$ cat src/design/sst_pkg.sv
// Shared constants, enumerations and carrier types for the power-up self-test sequencer.
// Assumes a single 125 MHz system clock for every user of these definitions.
package sst_pkg;

  localparam int unsigned CLK_KHZ        = 125000;
  localparam int unsigned WINDOW_MS      = 2000;
  localparam int unsigned WINDOW_CYC     = WINDOW_MS * CLK_KHZ;
  // Half of a blink period; about 1.5 blinks per second.
  localparam int unsigned BLINK_HALF_MS  = 333;
  localparam int unsigned BLINK_HALF_CYC = BLINK_HALF_MS * CLK_KHZ;
  localparam int unsigned CNT_W          = 28;

  localparam logic [7:0] KEY_RESERVED_TOP = 8'h0f;
  localparam int unsigned KEY_BREAK_BIT   = 7;
  localparam logic [7:0] KEY_CANCEL       = 8'h12;
  localparam logic [7:0] KEY_INDENT       = 8'h7e;
  localparam logic [7:0] KEY_PAGE         = 8'h7d;
  localparam logic [7:0] KEY_CENTER       = 8'h7c;
  localparam logic [7:0] KEY_FORMAT       = 8'h7a;
  localparam logic [7:0] KEY_SEARCH       = 8'h76;
  localparam logic [7:0] KEY_HELP         = 8'h36;

  localparam logic [3:0] TEST_FIRST    = 4'h2;
  localparam logic [3:0] TEST_LAST     = 4'h8;
  localparam logic [3:0] TEST_LOOPBACK = 4'h9;
  localparam logic [1:0] PAT_LAST      = 2'h2;

  localparam logic [4:0] LED_OFF  = 5'h00;
  localparam logic [4:0] LED_WIN1 = 5'h01;
  localparam logic [4:0] LED_WIN2 = 5'h10;

  typedef enum logic [2:0] {
    MODE_NORMAL, MODE_SKIP, MODE_LOOP, MODE_VIDEO, MODE_LOOPBACK, MODE_ECHO
  } sst_mode_t;

  typedef enum {
    ST_WIN1, ST_WIN2, ST_SHOW, ST_TEST_GO, ST_TEST_WAIT, ST_VIDEO, ST_ECHO, ST_HALT, ST_RELEASE
  } sst_state_t;

  typedef enum logic [1:0] {STP_CLEAR, STP_ID, STP_CNT, STP_ERR} sst_step_t;

  typedef enum logic [2:0] {
    DOP_CLEAR, DOP_ID, DOP_PASS_CNT, DOP_ERR, DOP_KEY_HEX, DOP_PATTERN
  } sst_disp_op_t;

  typedef struct packed {
    sst_disp_op_t op;
    logic [15:0]  arg0;
    logic [15:0]  arg1;
  } sst_disp_cmd_t;

  typedef struct packed {
    logic       done;
    logic       fail;
    logic       screen_dirty;
    logic [7:0] err_code;
  } sst_test_res_t;

  function automatic logic is_reserved(input logic [7:0] code);
    return code <= KEY_RESERVED_TOP;
  endfunction

  function automatic logic is_make(input logic [7:0] code);
    return !is_reserved(code) && !code[KEY_BREAK_BIT];
  endfunction

endpackage

$ cat src/design/sst_seq.sv
// Power-up self-test sequencer: mode selection, test stepping, LEDs, screen and load release.
// Assumes key codes, test results and display ready come from logic on clk; switch
// banks are pins and are synchronised here.
`timescale 1ns/1ps

module sst_seq import sst_pkg::*; #(
  parameter int unsigned WIN_CYC   = WINDOW_CYC,
  parameter int unsigned BLINK_CYC = BLINK_HALF_CYC,
  // Revision shown on the ID line; the value is arbitrary.
  parameter logic [15:0] TEST_REV  = 16'h0100
) (
  input  wire logic          clk,
  input  wire logic          nrst,
  input  wire logic          key_valid,
  input  wire logic [7:0]    key_code,
  input  wire logic [7:0]    sw_bank07,
  input  wire logic [7:0]    sw_bank08,
  input  wire sst_test_res_t test_res,
  input  wire logic          disp_ready,
  output logic               test_start,
  output logic [3:0]         test_num,
  output logic               disp_valid,
  output sst_disp_cmd_t      disp_cmd,
  output logic [4:0]         led_fn,
  output logic               lock_led,
  output logic               load_allow,
  output logic               load_inhibit
);

  sst_state_t  state;
  sst_mode_t   mode;
  sst_step_t   step;
  logic        failed;
  logic [7:0]  err_code;
  logic [15:0] pass_count;
  logic [1:0]  pat_idx;
  logic        pat_pend;
  logic [7:0]  echo_code;
  logic        echo_pend;
  logic [15:0] sw_sync;
  logic        win_exp;
  logic        blink_tick;

  // Selection only reacts to make codes, so shift break codes never pick a mode.
  wire logic make      = key_valid && is_make(key_code);
  wire logic k_cancel  = make && key_code == KEY_CANCEL;
  wire logic k_indent  = make && key_code == KEY_INDENT;
  wire logic k_page    = make && key_code == KEY_PAGE;
  wire logic k_center  = make && key_code == KEY_CENTER;
  wire logic k_format  = make && key_code == KEY_FORMAT;
  wire logic k_search  = make && key_code == KEY_SEARCH;
  wire logic k_help    = make && key_code == KEY_HELP;
  wire logic k_echo    = key_valid && !is_reserved(key_code);
  wire logic disp_free = !disp_valid || disp_ready;
  wire logic win_start = state == ST_WIN1 && k_cancel;
  wire logic pass_ok   = state == ST_TEST_WAIT && test_res.done && !test_res.fail;

  sst_sync2 #(.W(16)) u_sw_sync (
    .clk  (clk),
    .nrst (nrst),
    .d    ({sw_bank07, sw_bank08}),
    .q    (sw_sync)
  );

  sst_timer #(.LIMIT(WIN_CYC)) u_win_timer (
    .clk     (clk),
    .nrst    (nrst),
    .restart (win_start),
    .tick    (win_exp)
  );

  sst_timer #(.LIMIT(BLINK_CYC)) u_blink_timer (
    .clk     (clk),
    .nrst    (nrst),
    .restart (state != ST_HALT),
    .tick    (blink_tick)
  );

  function automatic sst_state_t after_show(input logic f, input sst_mode_t m);
    if (f) begin
      return ST_HALT;
    end else if (m == MODE_VIDEO) begin
      return ST_VIDEO;
    end else if (m == MODE_ECHO) begin
      return ST_ECHO;
    end
    return ST_TEST_GO;
  endfunction

  function automatic sst_disp_cmd_t mk_cmd(input sst_disp_op_t op, input logic [15:0] a0,
                                           input logic [15:0] a1);
    sst_disp_cmd_t c;
    c.op   = op;
    c.arg0 = a0;
    c.arg1 = a1;
    return c;
  endfunction

  // Main sequence. No state leads back to selection, so a chosen mode holds until reset.
  always_ff @(posedge clk) begin
    if (!nrst) begin
      state      <= ST_WIN1;
      mode       <= MODE_NORMAL;
      step       <= STP_CLEAR;
      test_num   <= TEST_FIRST;
      test_start <= 1'b0;
      failed     <= 1'b0;
      err_code   <= 8'h00;
      disp_valid <= 1'b0;
      disp_cmd   <= '0;
      pat_idx    <= 2'h0;
      pat_pend   <= 1'b0;
      echo_code  <= 8'h00;
      echo_pend  <= 1'b0;
    end else begin
      test_start <= 1'b0;
      if (disp_valid && disp_ready) begin
        disp_valid <= 1'b0;
      end
      unique case (state)
        ST_WIN1: begin
          if (k_cancel) begin
            state <= ST_WIN2;
          end else if (win_exp) begin
            mode  <= MODE_NORMAL;
            state <= ST_SHOW;
          end
        end
        ST_WIN2: begin
          if (k_indent) begin
            mode  <= MODE_SKIP;
            state <= ST_RELEASE;
          end else if (k_page) begin
            mode  <= MODE_LOOP;
            state <= ST_SHOW;
          end else if (k_center) begin
            mode     <= MODE_VIDEO;
            pat_pend <= 1'b1;
            state    <= ST_SHOW;
          end else if (k_format) begin
            mode     <= MODE_LOOPBACK;
            test_num <= TEST_LOOPBACK;
            state    <= ST_SHOW;
          end else if (k_search) begin
            mode  <= MODE_ECHO;
            state <= ST_SHOW;
          end else if (win_exp) begin
            mode  <= MODE_NORMAL;
            state <= ST_SHOW;
          end
        end
        ST_SHOW: begin
          // Screen rebuild: clear, ID line, pass count in loopback, error line after a fault.
          if (disp_free) begin
            disp_valid <= 1'b1;
            unique case (step)
              STP_CLEAR: begin
                disp_cmd <= mk_cmd(DOP_CLEAR, 16'h0000, 16'h0000);
                step     <= STP_ID;
              end
              STP_ID: begin
                disp_cmd <= mk_cmd(DOP_ID, TEST_REV, sw_sync);
                if (mode == MODE_LOOPBACK) begin
                  step <= STP_CNT;
                end else if (failed) begin
                  step <= STP_ERR;
                end else begin
                  step  <= STP_CLEAR;
                  state <= after_show(failed, mode);
                end
              end
              STP_CNT: begin
                disp_cmd <= mk_cmd(DOP_PASS_CNT, pass_count, 16'h0000);
                if (failed) begin
                  step <= STP_ERR;
                end else begin
                  step  <= STP_CLEAR;
                  state <= after_show(failed, mode);
                end
              end
              STP_ERR: begin
                disp_cmd <= mk_cmd(DOP_ERR, {8'h00, err_code}, {12'h000, test_num});
                step     <= STP_CLEAR;
                state    <= after_show(failed, mode);
              end
            endcase
          end
        end
        ST_TEST_GO: begin
          test_start <= 1'b1;
          state      <= ST_TEST_WAIT;
        end
        ST_TEST_WAIT: begin
          if (test_res.done && test_res.fail) begin
            failed   <= 1'b1;
            err_code <= test_res.err_code;
            step     <= STP_CLEAR;
            state    <= ST_SHOW;
          end else if (test_res.done) begin
            step  <= test_res.screen_dirty ? STP_CLEAR : STP_CNT;
            state <= ST_TEST_GO;
            if (mode == MODE_LOOPBACK) begin
              state <= ST_SHOW;
            end else if (test_num == TEST_LAST) begin
              if (mode == MODE_LOOP) begin
                test_num <= TEST_FIRST;
                step     <= STP_CLEAR;
                if (test_res.screen_dirty) begin
                  state <= ST_SHOW;
                end
              end else begin
                state <= ST_RELEASE;
              end
            end else begin
              test_num <= 4'(test_num + 4'h1);
              step     <= STP_CLEAR;
              if (test_res.screen_dirty) begin
                state <= ST_SHOW;
              end
            end
          end
        end
        ST_VIDEO: begin
          if (k_help) begin
            state <= ST_RELEASE;
          end else begin
            if (pat_pend && disp_free) begin
              disp_valid <= 1'b1;
              disp_cmd   <= mk_cmd(DOP_PATTERN, {14'h0000, pat_idx}, 16'h0000);
              pat_pend   <= 1'b0;
            end
            if (k_center) begin
              pat_idx  <= (pat_idx == PAT_LAST) ? 2'h0 : 2'(pat_idx + 2'h1);
              pat_pend <= 1'b1;
            end
          end
        end
        ST_ECHO: begin
          // One code can wait for the display; a second arriving meanwhile replaces it.
          if (echo_pend && disp_free) begin
            disp_valid <= 1'b1;
            disp_cmd   <= mk_cmd(DOP_KEY_HEX, {8'h00, echo_code}, 16'h0000);
            echo_pend  <= 1'b0;
          end
          if (k_echo) begin
            echo_code <= key_code;
            echo_pend <= 1'b1;
          end
        end
        ST_HALT, ST_RELEASE: begin
          state <= state;
        end
      endcase
    end
  end

  // The loopback pass count only advances on a pass, so it freezes at the first failure.
  always_ff @(posedge clk) begin
    if (!nrst) begin
      pass_count <= 16'h0000;
    end else if (pass_ok && mode == MODE_LOOPBACK) begin
      pass_count <= 16'(pass_count + 16'h0001);
    end
  end

  always_ff @(posedge clk) begin
    if (!nrst) begin
      led_fn <= LED_OFF;
    end else begin
      unique case (state)
        ST_WIN1:                            led_fn <= LED_WIN1;
        ST_WIN2:                            led_fn <= LED_WIN2;
        ST_SHOW, ST_TEST_GO, ST_TEST_WAIT: begin
          led_fn <= (mode inside {MODE_VIDEO, MODE_ECHO}) ? LED_OFF : {1'b0, test_num};
        end
        ST_HALT:                            led_fn <= {1'b0, test_num};
        ST_VIDEO, ST_ECHO, ST_RELEASE:      led_fn <= LED_OFF;
      endcase
    end
  end

  always_ff @(posedge clk) begin
    if (!nrst) begin
      lock_led <= 1'b0;
    end else if (state != ST_HALT) begin
      lock_led <= 1'b0;
    end else if (blink_tick) begin
      lock_led <= !lock_led;
    end
  end

  always_ff @(posedge clk) begin
    if (!nrst) begin
      load_allow   <= 1'b0;
      load_inhibit <= 1'b0;
    end else begin
      load_allow   <= state == ST_RELEASE;
      load_inhibit <= failed;
    end
  end
endmodule

$ cat src/design/sst_sync2.sv
// Two-flop synchroniser for a bus of slowly changing pin levels.
// Assumes each bit is a static level such as a switch; bits are not coherent as a word.
`timescale 1ns/1ps
module sst_sync2 #(
  parameter int unsigned W = 16
) (
  input  wire logic         clk,
  input  wire logic         nrst,
  input  wire logic [W-1:0] d,
  output logic      [W-1:0] q
);

  logic [W-1:0] meta;

  always_ff @(posedge clk) begin
    if (!nrst) begin
      meta <= '0;
      q    <= '0;
    end else begin
      meta <= d;
      q    <= meta;
    end
  end

endmodule

$ cat src/design/sst_timer.sv
// Free-running interval counter with a synchronous restart and a registered tick.
// Assumes LIMIT is at least two and fits in CNT_W bits.
`timescale 1ns/1ps
module sst_timer import sst_pkg::*; #(
  parameter int unsigned LIMIT = WINDOW_CYC
) (
  input  wire logic clk,
  input  wire logic nrst,
  input  wire logic restart,
  output logic      tick
);

  localparam logic [CNT_W-1:0] LAST = CNT_W'(LIMIT - 1);

  logic [CNT_W-1:0] cnt;

  always_ff @(posedge clk) begin
    if (!nrst) begin
      cnt  <= '0;
      tick <= 1'b0;
    end else begin
      // A restart also kills a tick that would land in the same cycle.
      tick <= !restart && cnt == LAST;
      if (restart || cnt == LAST) begin
        cnt <= '0;
      end else begin
        cnt <= CNT_W'(cnt + 1'b1);
      end
    end
  end

endmodule
$ cat config.mk
export PLATFORM = sky130hd
export DESIGN_NAME = sst_seq
export DESIGN_NICKNAME = d
export VERILOG_FILES = /design/src/design/sst_pkg.sv /design/src/design/sst_seq.sv /design/src/design/sst_sync2.sv /design/src/design/sst_timer.sv
export SDC_FILE = /design/constraint.sdc
export NUM_CORES = 1
export LEC_CHECK = 0
export BUFFER_PORTS_ARGS = -buffer_cell sky130_fd_sc_hd__buf_4
export CORE_MARGIN = 2
export CORE_UTILIZATION = 29
export DETAILED_ROUTE_END_ITERATION = 10
export SLEW_MARGIN = 10
export SYNTH_ARGS = -nofsm -noshare
export SYNTH_HDL_FRONTEND = slang
export SYNTH_HIERARCHICAL = 1
export SYNTH_SLANG_ARGS = --single-unit
$ cat constraint.sdc
create_clock -name clk -period 2.75 [get_ports clk]
set_input_delay 0.275 -clock clk [delete_from_list [all_inputs] [get_ports clk]]
set_output_delay 0.275 -clock clk [all_outputs]
set_load 0.01 [all_outputs]
* Word-level counts from Yosys, hierarchy flattened
Cells that the tools add are included.
** Operators by class
- Multiplexer cells :: 97
- Bitwise gates (word level) :: 2
- $mul :: 0
- $lt $le $gt $ge :: 1
- Add/subtract/negate cells :: 5
- Shift operators :: 0
- Equal/unequal tests :: 50
- Reduce and logical (&&, ||, !) cells :: 56
- Divide/modulo/power cells :: 0
** Operator list (number)
- $mux 32 :: 22
- $pmux 32 s6 :: 1
- $mux 35 :: 4
- $pmux 35 s4 :: 1
- $eq 32x3->1 const B :: 4
- $pmux 35 s3 :: 1
- $pmux 32 s3 :: 1
- $eq 32x2->1 const B :: 2
- $eq 32x4->1 const B :: 2
- $logic_not 32->1 :: 2
- $add 28x1->28 const B :: 2
- $eq 8x7->1 const B :: 5
- $mux 4 :: 10
- $eq 32x1->1 const B :: 1
- $eq 32x5->1 const B :: 1
- $mux 1 :: 32
- $ne 32x4->1 const B :: 1
- $eq 28x26->1 const B :: 1
- $eq 28x28->1 const B :: 1
- $ne 2x2->1 const B :: 14
- $pmux 5 s5 :: 1
- $mux 3 :: 8
- $logic_and 1x1->1 :: 20
- $mux 2 :: 10
- 34 further kinds :: 64
** Storage, ports and cells
- Memories :: 0
- Bits in registers :: 213
- Output and inout bits :: 49
- Input port bits :: 39
- Bits in read-only memories :: 0
- Bits in latches :: 0
- Bits in writable memories :: 0

* Depth between registers and ports, before layout
- Depth in word-level cells :: 15
- Depth in mapped cells :: 10

* By module
The synthesis kept the hierarchy.
** Modules (own cells, without submodules)
- sst_seq :: times used 1, sequential area each 2462.4 µm², area each 5454.0 µm², cells an instance 641
- sst_timer at u_win_timer :: times used 1, sequential area each 580.6 µm², area each 1385.1 µm², cells an instance 165
- sst_timer at u_blink_timer :: times used 1, sequential area each 580.6 µm², area each 1353.8 µm², cells an instance 157
- sst_sync2 :: times used 1, sequential area each 640.6 µm², area each 895.9 µm², cells an instance 67

* Worst setup path after synthesis
No wires, ideal clock.
- Path kind :: register to register
- Start :: reg state[24]
- End :: reg u_win_timer.cnt[3]
- Arrival time :: 2.082 ns
- Setup time :: 0.117 ns
- Period minus slack after synthesis :: 2.199 ns
- Stages on the path, launching flop included :: 11
- Path slack :: 0.551 ns
- Path through :: dfxtp_1 nor4_2 nand4_1 buf_2 nor3_2 nand2_1 nor3_1 nor2b_1 o31ai_4 buf_2 nor2_1
** Between the ends
- Word-level cells in the longest chain between the ends :: 4
** Ends and longest elaborated chain
- start, declared :: RTL line sst_seq.sv:30 : sst_state_t state;
- start signal, assigned :: RTL line sst_seq.sv:169 : state <= after_show(failed, mode);
- start signal, assigned :: RTL line sst_seq.sv:178 : state <= after_show(failed, mode);
- start signal, assigned :: RTL line sst_seq.sv:184 : state <= after_show(failed, mode);
- $logic_not 32->1 :: RTL line sst_seq.sv:55 : wire logic win_start = state == ST_WIN1 && k_cancel;
- $logic_and 1x1->1 :: RTL line sst_seq.sv:55
- named net win_start :: RTL line sst_seq.sv:55
- $logic_or 1x1->1 :: RTL line sst_timer.sv:24 : if (restart || cnt == LAST) begin
- $reduce_or 2->1 (no source line)
- end signal, assigned :: RTL line sst_timer.sv:27 : cnt <= CNT_W'(cnt + 1'b1);
- end, declared :: RTL line sst_timer.sv:15 : logic [CNT_W-1:0] cnt;
The timed path passes the listed nets, and every way through them passes these cells.
A chain may end at the register's enable or synchronous reset.

* Worst setup path after layout
- Start :: reg state[0]
- End :: reg disp_cmd[21] in the netlist's numbering
** Between the ends
- Word-level cells in the longest chain between the ends :: 3
- Elaborated cells on any way between the ends :: 10
** Ends and longest elaborated chain
- $eq 32x3->1 / $eq 32x2->1 (equally long branches) :: RTL line sst_seq.sv:120 : unique case (state)
- $ne 2x2->1 (no source line) / $reduce_bool 3->1 (equally long branches)
- $reduce_and 5->1 (no source line)
- end signal, assigned :: RTL line sst_seq.sv:158 : disp_cmd <= mk_cmd(DOP_CLEAR, 16'h0000, 16'h0000);
- end signal, assigned :: RTL line sst_seq.sv:162 : disp_cmd <= mk_cmd(DOP_ID, TEST_REV, sw_sync);
- end signal, assigned :: RTL line sst_seq.sv:173 : disp_cmd <= mk_cmd(DOP_PASS_CNT, pass_count, 16'h0000);
- end, declared :: RTL line sst_seq.sv:23 : output sst_disp_cmd_t disp_cmd,
Parallel ways exist; a longest one is shown, timed or not.

==> impl_metrics.json <==
{
  "status": "completed",
  "die-area_um2": 32800,
  "rsz0062_at_grt": "no",
  "finalHoldViolations": 0,
  "drtIter0Drc": 557,
  "num_io_pins": 88,
  "slew_headroom": 0.252,
  "fp.coreArea_um2": 30700,
  "power_density_nw_per_um2": 613,
  "yosys.area.top_type_share": 0.469,
  "finalMaxSlewViolations": 0,
  "synth_edf_count": 0,
  "async_flop_share": 0,
  "port_buffers": 87,
  "num_vias": 7865,
  "setup_viol": 0,
  "ys.flop_type": "dfxtp_1",
  "nFillCells": 3138,
  "drive_above_1_share": 0.189,
  "rr_startpoint": "state[0]$_SDFFE_PN0P_",
  "synth.avg_cell_area_um2": 8.82,
  "finClkSkew_ns": 0.00800,
  "seqCellArea_um2": 4260,
  "totalNegativeSetupSlack_ns": 0,
  "critPathCaptureType": "flop",
  "via_per_inst": 5.05,
  "vdd_ir_drop_max_v": 0.000380,
  "yosys.area.top_type": "dfxtp_1",
  "rows": 64,
  "synth_seq_cells": 213,
  "yosysSeqAreaShare": 0.469,
  "antenna_found_initial": 0,
  "grt_pass1_wl_um": 38900,
  "min_period_over_period": 0.940,
  "crit_path_max_incr_delay_ns": 0.83,
  "die_w_um": 181,
  "hold_path.startpoint": "test_res[4]",
  "max_freq_ghz": 0.387,
  "netlist_instances": 1030,
  "hp-class": "primary input to flop",
  "arrival_ns": 3.03,
  "path_clk_slew_ns": 0.06,
  "yosys_warnings": 6,
  "drv_cap": 0,
  "h-tree-depth": 1,
  "initial_core_util": 0.296,
  "cts_tree": "built",
  "crit_required_ns": 3.19,
  "path_cells": "and2b_1, nor2_1, nor4_1, nor3_1, buf_4, nand2_1, a21oi_1",
  "dp_hpwl_um": 16400,
  "grt_start_max_net_pins": 41,
  "post-cts-setup-buffers": 0,
  "fin_cells": 1557,
  "cts_buffer_depth": 3,
  "syn2layout_area_growth_pct": 24.5,
  "crit_type": "flop to flop",
  "gr-total-overflow": 0,
  "ys_types": 74,
  "cts_root_buf": "clkbuf_16",
  "syn_nets": 1074,
  "slowest_stage": "nor3_1",
  "synth.area.top_cells": "dfxtp_1 47%, a21oi_1 4.7%, nand2_1 4.3%",
  "dp.cells": 1492,
  "fin_nets": 1189,
  "cp_max_fo": 8,
  "worstSetupStartpointType": "flop",
  "dr.pass1.iters": 5,
  "routed_wl_um": 23500,
  "cts.sinks": 213,
  "first_global_vias": 7400,
  "multiInputGateArea_um2": 4540,
  "syn_area_um2": 9090,
  "grt_use_total": 0.141,
  "tightest_slew_ns": 1.12,
  "n_antenna_cell": 0,
  "ant_nets": 0,
  "layout_min_cycle_time_ns": 2.58,
  "routedWlPerCell_um": 15.1,
  "die_height_um": 181,
  "place_congestion": 0.843,
  "numCtsBuffers": 25,
  "insertion_delay_ns": 0.52,
  "cp-startpoint": "state[0]$_SDFFE_PN0P_",
  "remaining_drc_errors": 0,
  "leakage_nw": 4.01
}
metrics by stage:
stage	cell area, µm²	util	hold slack [ns]	setup slack, ns	power [mW]
after floorplan	9090	-	0.411	0.551	3.45
after global placement	10300	0.333	0.428	0.288	3.62
after detailed placement	10300	0.333	0.432	0.237	3.62
after CTS	11300	0.368	0.00411	0.216	7.02
after global routing	11300	0.368	0.0118	0.00138	7.19
final	11300	0.368	0.0240	0.165	6.94
synth_stat cells (16+ instances only):
master	count
or4_1	17
and2_1	34
nand3_1	58
nand4_1	24
o21ai_0	39
clkbuf_1	32
nor4_1	18
nor2_1	81
or3_1	29
inv_1	20
nor3_1	16
a21oi_1	86
and3_1	17
dfxtp_1	213
and2_2	32
nand2_1	105
xnor2_1	23
routing by layer:
layer	part of all wire	global-route usage
met1	0.49	0.202
met2	0.44	0.220
met3	0.051	0.0236
met4	0.021	0.0358
met5	0	0
worst paths after layout:
path	slack (ns)	endpoint	cells after the start
worst max-delay path	0.17	disp_cmd[21]$_SDFFE_PN0P_	7
worst min-delay path	0.02	err_code[4]$_SDFFE_PN0P_	3
worst max register to register	0.17	disp_cmd[21]$_SDFFE_PN0P_	7
worst min register to register	0.44	u_sw_sync/q[5]$_SDFF_PN0_	1
area by class of cell:
cell class	instances	area share
clock buffer	33	0.0615
clock inverter	10	0.0124
inverter	21	0.00697
multi-input combinational	744	0.401
sequential	213	0.377
tap	396	0.0438
timing repair buffer	140	0.0977
sequential cells by signal, indices dropped and copies added, names as in the netlist, 2 cells and up:
signal and flops:
disp_cmd 35, echo_code 8, err_code 8, led_fn 5, mode 3, pass_count 16
pat_idx 2, state 32, step 2, test_num 4, u_blink_timer/cnt 28, u_sw_sync/meta 16
u_sw_sync/q 16, u_win_timer/cnt 28
critical path: cells and delay by family, from the launching register on:
kind	cells	cell delay, ns
DFF	1	0.49
buffers and inverters	1	0.29
and+or+nand+nor	5	1.57
AOI/OAI and AO/OA	1	0.14
report_power, final:
| group | switching (mW) | internal, mW | total (mW) |
|---|---|---|---|
| combinational | 0.235 | 0.185 | 0.420 |
| clock | 1.29 | 2.05 | 3.35 |
| sequential | 0.0342 | 3.13 | 3.17 |
layout by cell type (no fill, tap or decap), types with 4 or more instances in the layout:
cell	instances
nor2_1	81
nor2b_1	6
nand2b_1	5
and4_1	8
inv_1	20
a31oi_1	7
nand4_1	24
clkbuf_8	4
or4_1	17
dfxtp_1	213
ha_1	5
mux2i_1	15
nor4_2	11
a211oi_1	7
a21oi_1	86
o21ai_0	39
nand3_1	58
clkbuf_1	4
nand2_1	105
clkbuf_16	25
buf_4	118
and2_1	34
and2_2	32
nor3_1	16
xnor2_1	23
dlygate4sd3_1	22
o31ai_1	12
or3_1	29
and3_1	17
a221oi_1	7
nor4_1	17
xor2_1	13
cell families after synthesis:
| family | Yosys count | synth area share |
|---|---|---|
| xor+xnor | 36 | 0.0347 |
| flops | 213 | 0.469 |
| buf+inv | 73 | 0.0332 |
| fa+ha+maj | 5 | 0.00688 |
| mux | 17 | 0.0190 |
| simple gates | 490 | 0.301 |
| compound gates | 196 | 0.136 |
repair_timing:
| action | 4_1_cts | 5_1_grt |
|---|---|---|
| setup endpoints to repair | 0 | 4 |
| hold buffers | 22 | 0 |
| resized for setup | 0 | 1 |
| hold endpoints to repair | 22 | 0 |
Note: power is estimated with default switching activity, not from simulation.
